[src/clk_status_pkg.sv]
// constants for the status and first output driver register slice
`default_nettype none
package clk_status_pkg;
  // ******************************
  // register offsets
  // ******************************
  localparam int ADDR_W = 10;
  localparam logic [9:0] ADDR_STATUS = 10'h01f;
  localparam logic [9:0] ADDR_OUT_CTRL = 10'h0f0;
  // ******************************
  // status byte fields
  // ******************************
  localparam int ST_HOLDOVER = 5;
  localparam int ST_SEC_SEL = 4;
  localparam int ST_OSC_HI = 3;
  localparam int ST_SEC_HI = 2;
  localparam int ST_PRI_HI = 1;
  localparam int ST_LOCK = 0;
  localparam int ST_W = 6;
  // ******************************
  // output control fields
  // ******************************
  localparam int OC_FORMAT = 7;
  localparam int OC_LEG_B_EN = 6;
  localparam int OC_LEG_A_EN = 5;
  localparam int OC_POL_B = 4;
  localparam int OC_POL_A = 3;
  localparam int OC_CUR_HI = 2;
  localparam int OC_CUR_LO = 1;
  localparam int OC_PWR_DOWN = 0;
  localparam logic [7:0] OUT_CTRL_RESET = 8'h62;
  // decoded driver settings for the control reset value
  localparam logic [7:0] DRV_RESET = 8'h6a;
  localparam logic [7:0] RDATA_NONE = 8'h00;
endpackage
`default_nettype wire

[src/drv_cfg_if.sv]
// carrier between the register slice and the driver decoder
`default_nettype none
interface drv_cfg_if;
  logic [7:0] ctrl;
  logic cmos_mode;
  logic leg_a_en;
  logic leg_b_en;
  logic leg_a_inv;
  logic leg_b_inv;
  logic [1:0] cur_sel;
  logic pwr_down;
  modport regs (output ctrl, input cmos_mode, leg_a_en, leg_b_en,
    leg_a_inv, leg_b_inv, cur_sel, pwr_down);
  modport dec (input ctrl, output cmos_mode, leg_a_en, leg_b_en,
    leg_a_inv, leg_b_inv, cur_sel, pwr_down);
endinterface
`default_nettype wire

[src/out_drv_decode.sv]
// decodes the first output channel control byte into driver settings
`default_nettype none
module out_drv_decode (
  drv_cfg_if.dec cfg
);
  // ******************************
  // driver decode
  // ******************************
  always_comb begin
    cfg.cmos_mode = cfg.ctrl[clk_status_pkg::OC_FORMAT];
    cfg.pwr_down = cfg.ctrl[clk_status_pkg::OC_PWR_DOWN];
    cfg.cur_sel = cfg.ctrl[clk_status_pkg::OC_CUR_HI:
      clk_status_pkg::OC_CUR_LO];
    cfg.leg_a_inv = cfg.ctrl[clk_status_pkg::OC_POL_A];
    if (cfg.cmos_mode) begin
      cfg.leg_a_en = cfg.ctrl[clk_status_pkg::OC_LEG_A_EN];
      cfg.leg_b_en = cfg.ctrl[clk_status_pkg::OC_LEG_B_EN];
      cfg.leg_b_inv = cfg.ctrl[clk_status_pkg::OC_POL_A] ^
        cfg.ctrl[clk_status_pkg::OC_POL_B];
    end else begin
      cfg.leg_a_en = 1'b1;
      cfg.leg_b_en = 1'b1;
      cfg.leg_b_inv = ~cfg.ctrl[clk_status_pkg::OC_POL_A];
    end
    if (cfg.pwr_down) begin
      cfg.leg_a_en = 1'b0;
      cfg.leg_b_en = 1'b0;
    end
  end
endmodule
`default_nettype wire

[src/clock_status_output_driver_regs.sv]
// status byte and first output driver control register slice
// Summary of operation
// - status bit 5 shows holdover state active
// - status bit 4 shows secondary reference selected
// - status bit 3 shows oscillator above threshold
// - status bit 2 shows secondary reference above threshold
// - status bit 1 shows primary reference above threshold
// - status bit 0 shows digital lock
// - control bit 7 selects differential or single-ended
// - bits 2:1 select differential drive current
// - bit 0 powers the driver down
`default_nettype none
module clock_status_output_driver_regs (
  // clock and reset
  input wire logic clk,
  input wire logic reset,
  // register port
  input wire logic [9:0] reg_addr,
  input wire logic reg_wr,
  input wire logic reg_rd,
  input wire logic [7:0] reg_wdata,
  output logic [7:0] reg_rdata,
  output logic reg_rvalid,
  // live status from loop and monitors
  input wire logic holdover_active,
  input wire logic secondary_reference_selected,
  input wire logic osc_above_threshold,
  input wire logic secondary_reference_above_threshold,
  input wire logic primary_reference_above_threshold,
  input wire logic digital_lock,
  // first output channel driver settings
  output logic cmos_mode,
  output logic leg_a_enable,
  output logic leg_b_enable,
  output logic leg_a_invert,
  output logic leg_b_invert,
  output logic [1:0] drive_current_sel,
  output logic driver_power_down
);
  // ******************************
  // status synchronisers
  // ******************************
  logic [5:0] status_in;
  logic [5:0] sync1_ff, sync2_ff, nxt_sync1, nxt_sync2;
  always_comb begin
    status_in[clk_status_pkg::ST_HOLDOVER] = holdover_active;
    status_in[clk_status_pkg::ST_SEC_SEL] =
      secondary_reference_selected;
    status_in[clk_status_pkg::ST_OSC_HI] = osc_above_threshold;
    status_in[clk_status_pkg::ST_SEC_HI] =
      secondary_reference_above_threshold;
    status_in[clk_status_pkg::ST_PRI_HI] =
      primary_reference_above_threshold;
    status_in[clk_status_pkg::ST_LOCK] = digital_lock;
    nxt_sync1 = status_in;
    nxt_sync2 = sync1_ff;
  end
  always_ff @(posedge clk) begin
    if (reset) begin
      sync1_ff <= 6'h00;
      sync2_ff <= 6'h00;
    end else begin
      sync1_ff <= nxt_sync1;
      sync2_ff <= nxt_sync2;
    end
  end
  // ******************************
  // register file
  // ******************************
  logic [7:0] ctrl_ff, nxt_ctrl;
  logic [7:0] rdata_ff, nxt_rdata;
  logic rvalid_ff, nxt_rvalid;
  always_comb begin
    nxt_ctrl = ctrl_ff;
    if (reg_wr && reg_addr == clk_status_pkg::ADDR_OUT_CTRL) begin
      nxt_ctrl = reg_wdata;
    end
    // status offset has no storage, writes there fall away
    nxt_rvalid = reg_rd;
    nxt_rdata = clk_status_pkg::RDATA_NONE;
    if (reg_rd) begin
      case (reg_addr)
        clk_status_pkg::ADDR_STATUS: begin
          nxt_rdata = {2'h0, sync2_ff};
        end
        clk_status_pkg::ADDR_OUT_CTRL: begin
          nxt_rdata = ctrl_ff;
        end
        default: begin
          nxt_rdata = clk_status_pkg::RDATA_NONE;
        end
      endcase
    end
  end
  always_ff @(posedge clk) begin
    if (reset) begin
      ctrl_ff <= clk_status_pkg::OUT_CTRL_RESET;
      rdata_ff <= 8'h00;
      rvalid_ff <= 1'b0;
    end else begin
      ctrl_ff <= nxt_ctrl;
      rdata_ff <= nxt_rdata;
      rvalid_ff <= nxt_rvalid;
    end
  end
  assign reg_rdata = rdata_ff;
  assign reg_rvalid = rvalid_ff;
  // ******************************
  // driver decode and output registers
  // ******************************
  drv_cfg_if cfg ();
  assign cfg.ctrl = ctrl_ff;
  out_drv_decode u_dec (
    .cfg(cfg)
  );
  logic [7:0] drv_ff, nxt_drv;
  always_comb begin
    nxt_drv = {cfg.cmos_mode, cfg.leg_a_en, cfg.leg_b_en, cfg.leg_a_inv,
      cfg.leg_b_inv, cfg.cur_sel, cfg.pwr_down};
  end
  always_ff @(posedge clk) begin
    if (reset) begin
      drv_ff <= clk_status_pkg::DRV_RESET;
    end else begin
      drv_ff <= nxt_drv;
    end
  end
  assign cmos_mode = drv_ff[7];
  assign leg_a_enable = drv_ff[6];
  assign leg_b_enable = drv_ff[5];
  assign leg_a_invert = drv_ff[4];
  assign leg_b_invert = drv_ff[3];
  assign drive_current_sel = drv_ff[2:1];
  assign driver_power_down = drv_ff[0];

  logic [1:0] rst_hist_ff, nxt_rst_hist;
  logic rd_st;
  always_comb begin
    nxt_rst_hist = {rst_hist_ff[0], reset};
  end
  always_ff @(posedge clk) begin
    rst_hist_ff <= nxt_rst_hist;
  end
  // status reads only once both sync stages are out of reset
  assign rd_st = reg_rd && reg_addr == clk_status_pkg::ADDR_STATUS &&
    rst_hist_ff == 2'h0;
endmodule
`default_nettype wire

[config.mk]
export PLATFORM = sky130hd
export DESIGN_NAME = clock_status_output_driver_regs
export DESIGN_NICKNAME = d
export VERILOG_FILES = /design/src/clk_status_pkg.sv /design/src/drv_cfg_if.sv /design/src/out_drv_decode.sv /design/src/clock_status_output_driver_regs.sv
export SDC_FILE = /design/constraint.sdc
export NUM_CORES = 1
export LEC_CHECK = 0
export BUFFER_PORTS_ARGS = -buffer_cell sky130_fd_sc_hd__buf_2
export CORE_ASPECT_RATIO = 0.75
export CORE_MARGIN = 4
export CORE_UTILIZATION = 50
export DETAILED_ROUTE_END_ITERATION = 12
export PLACE_DENSITY = 0.8
export SYNTH_ARGS = -nofsm -noshare
export SYNTH_HDL_FRONTEND = slang
export SYNTH_SLANG_ARGS = --single-unit
[constraint.sdc]
create_clock -name clk -period 4.3 [get_ports clk]
set_input_delay 0.86 -clock clk [delete_from_list [all_inputs] [get_ports clk]]
set_output_delay 0.86 -clock clk [all_outputs]
set_load 0.02 [all_outputs]
# --- Yosys cells after proc, flatten, opt, wreduce, memory -nomap -nowiden ---
# Index checks and enable logic that the tools add are counted.
op_classes:
  muxes: 6
  n_bitwise: 3
  reduce_logical: 2
  n_eq_ne: 2
ops:
  columns: ["op", "n"]
  rows:
  - ["8-bit case mux with 2 select lines", 1]
  - ["10-bit by 5-bit equality test with 1-bit output (second input constant)", 1]
  - ["10-bit by 8-bit equality test with 1-bit output (second input constant)", 1]
  - ["1-bit two-way mux", 5]
  - ["1-bit NOT", 2]
  - ["2-bit OR reduction", 1]
  - ["1-bit logical AND", 1]
  - ["1-bit bitwise XOR", 1]
word_totals:
  input_bits: 28
  output_inout_bits: 17
  wordCells: 19
  reg_bits: 37

# --- Longest topological paths before layout ---
# Gate-level depths: netlist of run 1.
depth:
  depth_word: 2
  ltp_mapped: 5
  depth_no_buf: 3

# --- Modules after synthesis ---
# Synthesis of run 1 repeated with hierarchy kept, for this count alone.
unflattened:
  hier_cells: 130
  area_unflattened_um2: 1381.3
modules_own_cells:
  columns: ["module", "seq_area_each_um2", "area_per_inst_um2", "n_inst", "cells_each"]
  rows:
  - ["clock_status_output_driver_regs", 740.7, 1310.0, 1, 119]
  - ["out_drv_decode", 0.0, 71.3, 1, 11]

# --- Worst setup path before layout of run 1 ---
# Ideal clock, no wire load.
synth_path:
  path_type: "in2reg"
  start: "input reg_addr[1]"
  end: "register ctrl_ff[2] (netlist: cfg.ctrl[2])"
  arrival_ns: 1.928
  setup_slack_ns: 2.251
  cell_stages: 4
  cell_sequence: "nor4b_4 -> and4_1 -> buf_6 -> mux2_4"
synth_between:
  elab_chain_cells: 2
synth_rtl:
  columns: ["element", "line_no", "text"]
  rows:
  - ["start, declared", "clock_status_output_driver_regs.sv:18", "input wire logic [9:0] reg_addr,"]
  - ["10-bit by 8-bit equality test with 1-bit output", "clock_status_output_driver_regs.sv:75", "if (reg_wr && reg_addr == clk_status_pkg::ADDR_OUT_CTRL) begin"]
  - ["1-bit logical AND", "clock_status_output_driver_regs.sv:75", null]
  - ["end signal, assigned", "clock_status_output_driver_regs.sv:97", "ctrl_ff <= clk_status_pkg::OUT_CTRL_RESET;"]
  - ["end signal, assigned", "clock_status_output_driver_regs.sv:101", "ctrl_ff <= nxt_ctrl;"]
  - ["end, declared", "clock_status_output_driver_regs.sv:70", "logic [7:0] ctrl_ff, nxt_ctrl;"]
# No other way between the ends.
# A chain may end at the register's enable or synchronous reset.

# --- Worst setup path after layout of run 1 ---
# Same ends and word-level chain as after synthesis.

==> results of run 1 <==
-- flip-flops by register name, summed over array words and instances, names as in the netlist --
signal	count
reg_rdata	8
reg_rvalid	1
drv_ff	8
nxt_sync2	6
cfg.ctrl	8
sync2_ff	6
-- final cells by class --
cell class	instances	area, sq um
inverters	4	15.01
fillers	201	800.8
multi-input cells	73	509.2
well taps	34	42.54
repair buffers	44	220.2
clock buffers	7	55.05
flip-flops and latches	37	740.7
-- worst max-delay path: cells and delay by family --
family / cells / cell delay [ps]
mux: 1 / 340
buf+inv: 1 / 120
simple gates: 2 / 1000
-- cell families after synthesis --
kind of cell / after synthesis / synth area share (%)
DFF: 37 / 57.20
muxes: 8 / 6.957
xor gates and xnor gates: 1 / 0.6765
and+or+nand+nor: 58 / 29.37
AOI/OAI and AO/OA: 6 / 2.319
buffers and inverters: 10 / 3.478
-- power breakdown --
group	leakage, nW	total, mW	internal (mW)	switching, mW
registers	0.301	0.350	0.348	0.00135
logic	0.351	0.0339	0.0168	0.0171
clock network	0.0314	0.177	0.0772	0.100
total	0.684	0.561	0.442	0.119
-- path summary, 6_finish.rpt --
| path | endpoint | slack, ps | cells after the start |
|---|---|---|---|
| worst max-delay path | cfg.ctrl[2]$_SDFFE_PP0P_ | 2200 | 4 |
| worst min-delay path | sync2_ff[2]$_SDFF_PP0_ | 450 | 1 |
| worst max register to register | cfg.ctrl[3]$_SDFFE_PP0P_ | 3430 | 2 |
| worst min register to register | sync2_ff[2]$_SDFF_PP0_ | 450 | 1 |
-- synth_stat cells --
cell	n	share of area, %
and4b_2	1	0.87
inv_1	4	1.2
nand4_1	12	5.8
a21oi_1	6	2.3
nand2b_1	9	4.3
clkbuf_1	5	1.4
and4_1	1	0.68
mux2_4	2	2.3
and3_1	2	0.97
nor3b_2	1	0.97
and2_0	1	0.48
nor3b_1	1	0.58
buf_6	1	0.87
mux2i_1	6	4.6
nor4b_4	1	1.8
nor2_1	10	2.9
and3_2	1	0.58
nor4b_2	1	1.2
xnor2_1	1	0.68
nor2b_1	17	8.2
dfxtp_1	37	57
-- per-layer routing --
layer  share of wire [%]  wire length (um)
met1                  43              1116
met2                  46              1174
met3                 9.3               240
met4                 1.6                41
met5                   0                 0
-- stage by stage --
| step | utilization, % | power, mW | hold WS [ps] |
|---|---|---|---|
| final | 66.40 | 0.5608 | 448.5 |
| after global routing | 66.40 | 0.5819 | 463.2 |
| after CTS | 66.40 | 0.5659 | 454.3 |
| after detailed placement | 64.09 | 0.3916 | 431.4 |
| after global placement | 64.09 | 0.3899 | 423.5 |
| after floorplan | - | 0.3739 | 413.8 |
==> reports/metrics.csv, run 1 <==
stage,metric,value,unit
grt,gr-max-usage-layer,met2,
grt,grt.total_usage,15.89,%
placement,placed_cells,192,
die,pin_count,45,
routing,antenna_left,0,
clock_tree,clockRootBuffer,clkbuf_4,
finish,layout_common_cells,"44 x buf_2, 37 x dfxtp_1, 17 x nor2b_1",
clock_tree,cts_tree,yes,
routing,via_count,968,
clock_tree,clk_path_buf_depth,2,
routing,wire_per_inst,12.92,um
sta,slew_headroom,58.12,%
run_status,outcome,"finished, final reports clean",
setup_path,r2r-start,cfg.ctrl[3]$_SDFFE_PP0P_,
finish,fin_nets,193,
sta,fin_setup_tns,0,ps
routing,dr.pass1.iters,4,
setup_path,start_kind,primary input,
hold_path,min-delay-start,nxt_sync2[2]$_SDFF_PP0_,
power,power.density,354.3,nW/um^2
synthesis,ys_seq_elements,37,
clock_tree,cts.repair.resized,0,
synthesis,synth.net_count,148,
finish,final_common_cell,buf_2,
sta,timing_hold_violations_final,0,
synthesis,synth_warnings,0,
synthesis,synth_cell_types,21,
placement,dp_hpwl,1993,um
setup_path,crit_path_top_delay_cell,and4_1,
setup_path,worstPathArrival,2320,ps
die,die_h,52.08,um
grt,use_met2,25.49,%
sta,setup_violations,0,
die,start_util,54.33,%
synthesis,synth_area,1295,sq um
die,fp.dieArea,3477,sq um
placement,dp_slack,1855,ps
routing,route.detailed.drc,0,
clock_tree,h-tree-depth,2,
grt,grt.overflow.total,0,
grt,grt_pass1_vias,903,
grt,grt_max_degree,31,
setup_path,required,4520,ps
grt,use_met1,17.78,%
finish,drive_gt1_share,34.55,%
sta,max_freq,475.4,MHz
clock_tree,ctsHoldBuffers,0,
setup_path,crit_type,in2reg,
sta,worstMarginPinSlew,626.8,ps
finish,fin_area,1583,sq um
finish,syn_to_final_growth,22.22,%
setup_path,endpoint_kind,register,
run,max-cap-violations,0,
clock_tree,cts_buffers,5,
grt,antenna_found_initial,0,
sta,setup_ws,2196,ps
setup_path,worstPathCellList,buf_2 -> nor4b_4 -> and4_1 -> mux2_4,
finish,antennaDiodeCount,0,
sta,finalCritPeriodShare,48.92,%
clock_tree,clk_pin_slew,100,ps
setup_path,path_max_fanout,8,
placement,io_buffers,44,
die,core.rowCount,15,
clock_tree,cts.sinks,37,
sta,clock_skew,4.296,ps
finish,layout.cells.non_filler,199,
routing,vias_per_cell,4.864,
placement,gp_congestion,0.7631,
setup_path,max_stage_delay,570,ps
sta,rsz0062_at_grt,no,
routing,drt_iter0_drc,27,
hold_path,min_path_type,reg2reg,
clock_tree,insertion_delay,320,ps
die,die_x,66.77,um
sta,period_minus_slack,2104,ps
die,core_area,2384,sq um
setup_path,critPathLaunch,reg_addr[1],
clock_tree,cts_setup_buffers,0,
grt,met3_usage,6.479,%
synthesis,synth_cells,120,
synthesis,syn_avg_cell_area,10.79,sq um
power,power_leakage,0.6837,nW
placement,placed_area,1528,sq um
synthesis,seq_area_frac_synth,57.20,%
routing,finalWirelength,2572,um
power,irDropWorstVdd,0.0001845,V
sta,maxSlewViolCount,0,
grt,grt_pass1_wl,3953,um
Note: power is estimated with default switching activity, not from simulation.
==> run 2, diff against run 1 <==
ABC_AREA = 1   (was default)
CORE_UTILIZATION = 44   (was 50)
PLACE_DENSITY = 0.74   (was 0.8)
clock period = 1.9 ns   (was 4.3 ns; I/O delays follow)
==> run 2 against run 1 <==
Net effect:
- clock-buffer cell count is 1 lower
- global-route usage is 0.99 points lower
- utilization is 9.1 points lower
- synthesized area is 6.6% higher
- wire length is 3.3% higher
- register-to-register slack worse by 2300 ps
- combinational power grew to 2.5 times the previous value
- clock power grew to 2.9 times the previous value
- hold slack worse by 160 ps
- sequential cell count stayed put
- critical path type is now reg2out
- largest power group unchanged
- highest routed layer unchanged
==> reports/metrics.csv, run 2 <==
stage,metric,value,unit
finish,final_util,57.31,%
synthesis,synth.net_count,196,
setup_path,worstPathArrival,780,ps
routing,via_count,1131,
sta,finalCritPeriodShare,61.22,%
placement,dp_slack,458.9,ps
synthesis,ys.flop_type,dfxtp_1,
sta,fin_setup_tns,0,ps
setup_path,max_stage_delay,330,ps
synthesis,seq_area_frac_synth,53.67,%
finish,fill_cells,302,
clock_tree,cts_setup_buffers,0,
run_status,outcome,"finished, final reports clean",
clock_tree,cts_buffers,5,
sta,setup_ws,736.8,ps
power,power.total,1.397,mW
synthesis,synth_warnings,0,
run,max-cap-violations,0,
sta,setup_violations,0,
synthesis,ys_top_cells_by_count,"37 x dfxtp_1, 33 x inv_1, 26 x nand2_1, 22 x nor2_1, 11 x nand4_1",
power,power_leakage,0.8895,nW
setup_path,worstPathCellList,buf_2,
clock_tree,cts_tree,yes,
sta,clock_skew,1.940,ps
grt,grt.overflow.total,0,
finish,final_common_cell,buf_2,
grt,use_met2,21.98,%
grt,antenna_found_initial,0,
synthesis,synth_cells,168,
sta,maxSlewViolCount,0,
synthesis,synth_area,1380,sq um
finish,layout_common_cells,"44 x buf_2, 37 x dfxtp_1, 33 x inv_1",
die,fp.dieArea,4106,sq um
setup_path,start_kind,register,
die,start_util,46.34,%
placement,placed_cells,245,
synthesis,yosysMostFrequentCell,dfxtp_1,
grt,gr-max-usage-layer,met2,
grt,grt.total_usage,14.91,%
clock_tree,clockRootBuffer,clkbuf_8,
die,core_area,2978,sq um
setup_path,critPathBufInv,1,
synthesis,synth_edf_count,0,
sta,fin_hold_ws,286.2,ps
setup_path,path_max_fanout,1,
placement,io_buffers,44,
clock_tree,cts.sinks,37,
setup_path,cp_top_family,flip-flops,
hold_path,min_path_type,in2reg,
synthesis,synthAdderAreaFrac,0,%
setup_path,crit_type,reg2out,
routing,finalWirelength,2656,um
synthesis,ys_seq_elements,37,
finish,drive_gt1_share,31.16,%
finish,fin_area,1707,sq um
synthesis,synth_top_area_cell,dfxtp_1,
grt,grt_pass1_wl,4574,um
power,irDropWorstVdd,0.0003816,V
clock_tree,cts.repair.resized,0,
synthesis,synthArstFlopShare,0,%
clock_tree,h-tree-depth,2,
setup_path,required,1520,ps
routing,antenna_left,0,
synthesis,synth_cell_types,20,
synthesis,synth-xor-area-share,0,%
power,power.density,818.4,nW/um^2
synthesis,synth_compound_area_share,3.264,%
finish,layout.cells.non_filler,253,
clock_tree,clk_path_buf_depth,2,
finish,fin_nets,242,
sta,max_freq,859.7,MHz
clock_tree,ctsHoldBuffers,0,
grt,grt_max_degree,19,
die,pin_count,45,
routing,wire_per_inst,10.50,um
sta,period_minus_slack,1163,ps
sta,worstMarginPinSlew,402.9,ps
placement,gp_congestion,0.7921,
die,die_h,56.50,um
routing,drt_iter0_drc,37,
synthesis,syn_avg_cell_area,8.215,sq um
routing,dr.pass1.iters,4,
clock_tree,clk_pin_slew,70,ps
finish,syn_to_final_growth,23.66,%
synthesis,synth_area_leaders,"dfxtp_1 54%, inv_1 9.0%, nand2_1 7.1%, nor2_1 6.0%, nand4_1 5.0%",
die,die_x,72.67,um
synthesis,synthSimpleGateAreaFrac,31.82,%
grt,use_met1,18.06,%
routing,vias_per_cell,4.470,
clock_tree,insertion_delay,290,ps
placement,dp_hpwl,2004,um
synthesis,synth_top_family_by_area,simple AND/OR/NAND/NOR gates,
synthesis,synth_top_area_share,53.67,%
grt,grt_pass1_vias,1028,
die,core.rowCount,17,
synthesis,synth_mux_area_share,0,%
sta,timing_hold_violations_final,0,
sta,slew_headroom,73.04,%
sta,rsz0062_at_grt,no,
routing,route.detailed.drc,0,
setup_path,crit_path_top_delay_cell,dfxtp_1,
finish,antennaDiodeCount,0,
setup_path,endpoint_kind,output pin,
grt,met3_usage,7.692,%
placement,placed_area,1624,sq um
==> run 2: cell types whose count changed after synthesis, sizes merged, moves of 3 or more <==
cell,previous run,this run
and3,3,0
buf,1,4
clkbuf,5,1
inv,4,35
mux2i,6,0
nand2,0,29
nand2b,9,0
nand3,0,8
nor2,10,29
nor2b,17,0
==> run 2: logic make-up after synthesis <==
family / Yosys count
compound gates: 9
buf+inv: 40
flops: 37
simple gates: 82
==> run 2: power by group <==
group          internal [mW]  switching [mW]
clock network          0.254           0.265
logic                 0.0335          0.0528
registers              0.788         0.00295
==> run 2: final timing paths <==
path / from / end / slack (ps) / depth (start not counted)
max: reg_rdata[4]$_SDFF_PP0_ / reg_rdata[4] / 740 / 1
min: secondary_reference_selected / nxt_sync2[4]$_SDFF_PP0_ / 290 / 3
max reg2reg: cfg.ctrl[7]$_SDFFE_PP0P_ / drv_ff[3]$_SDFF_PP1_ / 1100 / 3
min reg2reg: nxt_sync2[2]$_SDFF_PP0_ / sync2_ff[2]$_SDFF_PP0_ / 400 / 2
==> run 2: final cells by class <==
type	count	area, sq um	area share (%)
clock buffer	6	72.57	4.252
sequential	37	740.7	43.40
timing repair buffer	44	220.2	12.90
multi-input combinational	91	484.2	28.37
tap	38	47.55	2.786
inverter	35	131.4	7.698
clock inverter	2	10.01	0.5865
==> run 2: layer usage <==
layer | up-vias | part of all wire, %
li1 | 602 | -
met5 | - | 0
met1 | 496 | 45
met4 | 0 | 1.8
met3 | 6 | 7.4
met2 | 27 | 46
==> run 2: tightest hold or removal path: stages <==
cell and delay (ps):
buf_2 70, inv_1 30, nor2_1 60
==> run 3, diff against run 2 <==
clock period = 1.05 ns   (was 1.9 ns; I/O delays follow)
==> run 3 against run 2 <==
Net effect:
- wire length up 7.1%
- sequential cell count stayed put
- via count rose by 5.6%
- clock-buffer cell count down 1
- critical endpoint unchanged
- largest cell class unchanged
- highest routed layer unchanged
==> reports/metrics.csv, run 3 (synthesis results as in run 2) <==
stage,metric,value,unit
run_status,outcome,"finished, final reports clean",
finish,layout.cells.non_filler,260,
routing,route.detailed.drc,0,
grt,antenna_found_initial,0,
clock_tree,h-tree-depth,2,
sta,slew_headroom,76.11,%
setup_path,worstPathArrival,790,ps
sta,finalCritPeriodShare,95.47,%
finish,antennaDiodeCount,0,
grt,grt.total_usage,15.41,%
clock_tree,cts_setup_buffers,0,
setup_path,path_max_fanout,1,
setup_path,cp_top_family,flip-flops,
hold_path,min_path_type,in2reg,
sta,maxSlewViolCount,0,
routing,via_count,1194,
hold_path,min-delay-start,secondary_reference_selected,
power,power.total,3.058,mW
clock_tree,cts.repair.resized,0,
clock_tree,cts_tree,yes,
clock_tree,clk_pin_slew,70,ps
sta,max_freq,997.5,MHz
clock_tree,cts_buffers,5,
placement,io_buffers,44,
grt,grt_pass1_wl,4781,um
setup_path,timing.rr.end,drv_ff[3]$_SDFF_PP1_,
die,die_x,72.67,um
sta,fin_hold_ws,116.2,ps
sta,worstMarginPinSlew,357.4,ps
sta,setup_violations,0,
routing,antenna_left,0,
sta,clock_skew,3.753,ps
routing,dr.pass1.iters,4,
setup_path,endpoint_kind,output pin,
clock_tree,ctsHoldBuffers,0,
hold_path,hold_depth,3,
die,die_h,56.50,um
die,core_area,2978,sq um
setup_path,worstPathCellList,buf_2,
routing,vias_per_cell,4.592,
setup_path,rrSetupSlack,280,ps
placement,placed_cells,252,
die,pin_count,45,
power,power.density,1689,nW/um^2
routing,wire_per_inst,10.94,um
sta,rsz0062_at_grt,no,
finish,fill_cells,280,
setup_path,required,840,ps
hold_path,min_to,nxt_sync2[4]$_SDFF_PP0_,
grt,grt.overflow.total,0,
power,power_leakage,0.9485,nW
grt,grt_pass1_vias,1117,
setup_path,crit_type,reg2out,
finish,layout_common_cells,"44 x buf_2, 37 x dfxtp_1, 33 x inv_1",
sta,timing_hold_violations_final,0,
placement,dp_hpwl,2181,um
finish,syn_to_final_growth,31.19,%
setup_path,critPathBufInv,1,
power,irDropWorstVdd,0.0009647,V
routing,finalWirelength,2845,um
grt,grt_max_degree,15,
routing,drt_iter0_drc,48,
clock_tree,clk_path_buf_depth,2,
clock_tree,cts.sinks,37,
sta,period_minus_slack,1002,ps
finish,drive_gt1_share,33.78,%
run,max-cap-violations,0,
die,start_util,46.34,%
finish,fin_nets,249,
setup_path,rr_worst_depth,3,
setup_path,start_kind,register,
clock_tree,insertion_delay,290,ps
sta,fin_setup_tns,0,ps
setup_path,crit_path_top_delay_cell,dfxtp_1,
finish,final_common_cell,buf_2,
setup_path,max_stage_delay,340,ps
placement,gp_congestion,0.8031,
setup_path,r2r-start,cfg.ctrl[7]$_SDFFE_PP0P_,
die,core.rowCount,17,
die,fp.dieArea,4106,sq um
clock_tree,clockRootBuffer,clkbuf_8,
==> run 3: cell count changes in the layout (fill, tap and decap cells not counted) <==
cell / before / now
bufinv_16: 0 / 2
clkbuf_1: 1 / 0
clkinv_2: 2 / 1
buf_4: 0 / 7
==> run 3: layout make-up <==
class                   count  area, sq um  share of cell area [%]
inverters                  35        131.4                   7.256
well taps                  38        47.55                   2.626
clock inverters             3        65.06                   3.594
repair buffers             51        272.8                   15.07
clock buffers               5        68.82                   3.801
multi-input cells          91        484.2                   26.74
flip-flops and latches     37        740.7                   40.91
==> run 3: worst min-delay path: stages <==
cell and delay (ps):
buf_2 70, inv_1 30, nor2_1 60
==> run 3: worst max path at each step <==
| stage | from | endpoint | slack [ps] | cells after the start |
|---|---|---|---|---|
| 2_1_floorplan | reg_addr[2] | cfg.ctrl[0]$_SDFFE_PP0P_ | 160 | 6 |
| 3_3_place_gp | reg_addr[2] | cfg.ctrl[2]$_SDFFE_PP0P_ | -80 | 7 |
| 3_5_place_dp | reg_addr[2] | cfg.ctrl[0]$_SDFFE_PP0P_ | -90 | 7 |
| 4_1_cts | reg_rdata[4]$_SDFF_PP0_ | reg_rdata[4] | 50 | 1 |
| 5_1_grt | reg_rdata[5]$_SDFF_PP0_ | reg_rdata[5] | 20 | 1 |
| 6_report | reg_rdata[4]$_SDFF_PP0_ | reg_rdata[4] | 50 | 1 |
==> run 3: power by group <==
group	total (mW)	leakage [nW]	internal, mW	switching (mW)
Combinational	0.176	0.579	0.0751	0.101
Clock	1.45	0.0681	0.943	0.506
Sequential	1.43	0.301	1.43	0.00665
Total	3.06	0.948	2.44	0.613
==> run 3: metal layers <==
metal	GRT usage [%]	share of wire (%)	up-vias
met5	0	0	-
met4	6.316	2.1	0
met3	6.977	7.0	9
met2	24.94	49	25
met1	17.45	42	541
li1	-	-	619
==> run 3: per-stage QoR <==
stage	area, sq um	utilization (%)	setup WS (ps)
global placement	1677	56.30	-78.79
CTS	1810	60.80	48.58
finish	1810	60.80	47.53
global route	1810	60.80	18.06
detailed placement	1677	56.30	-92.01
floorplan	1380	-	158.3
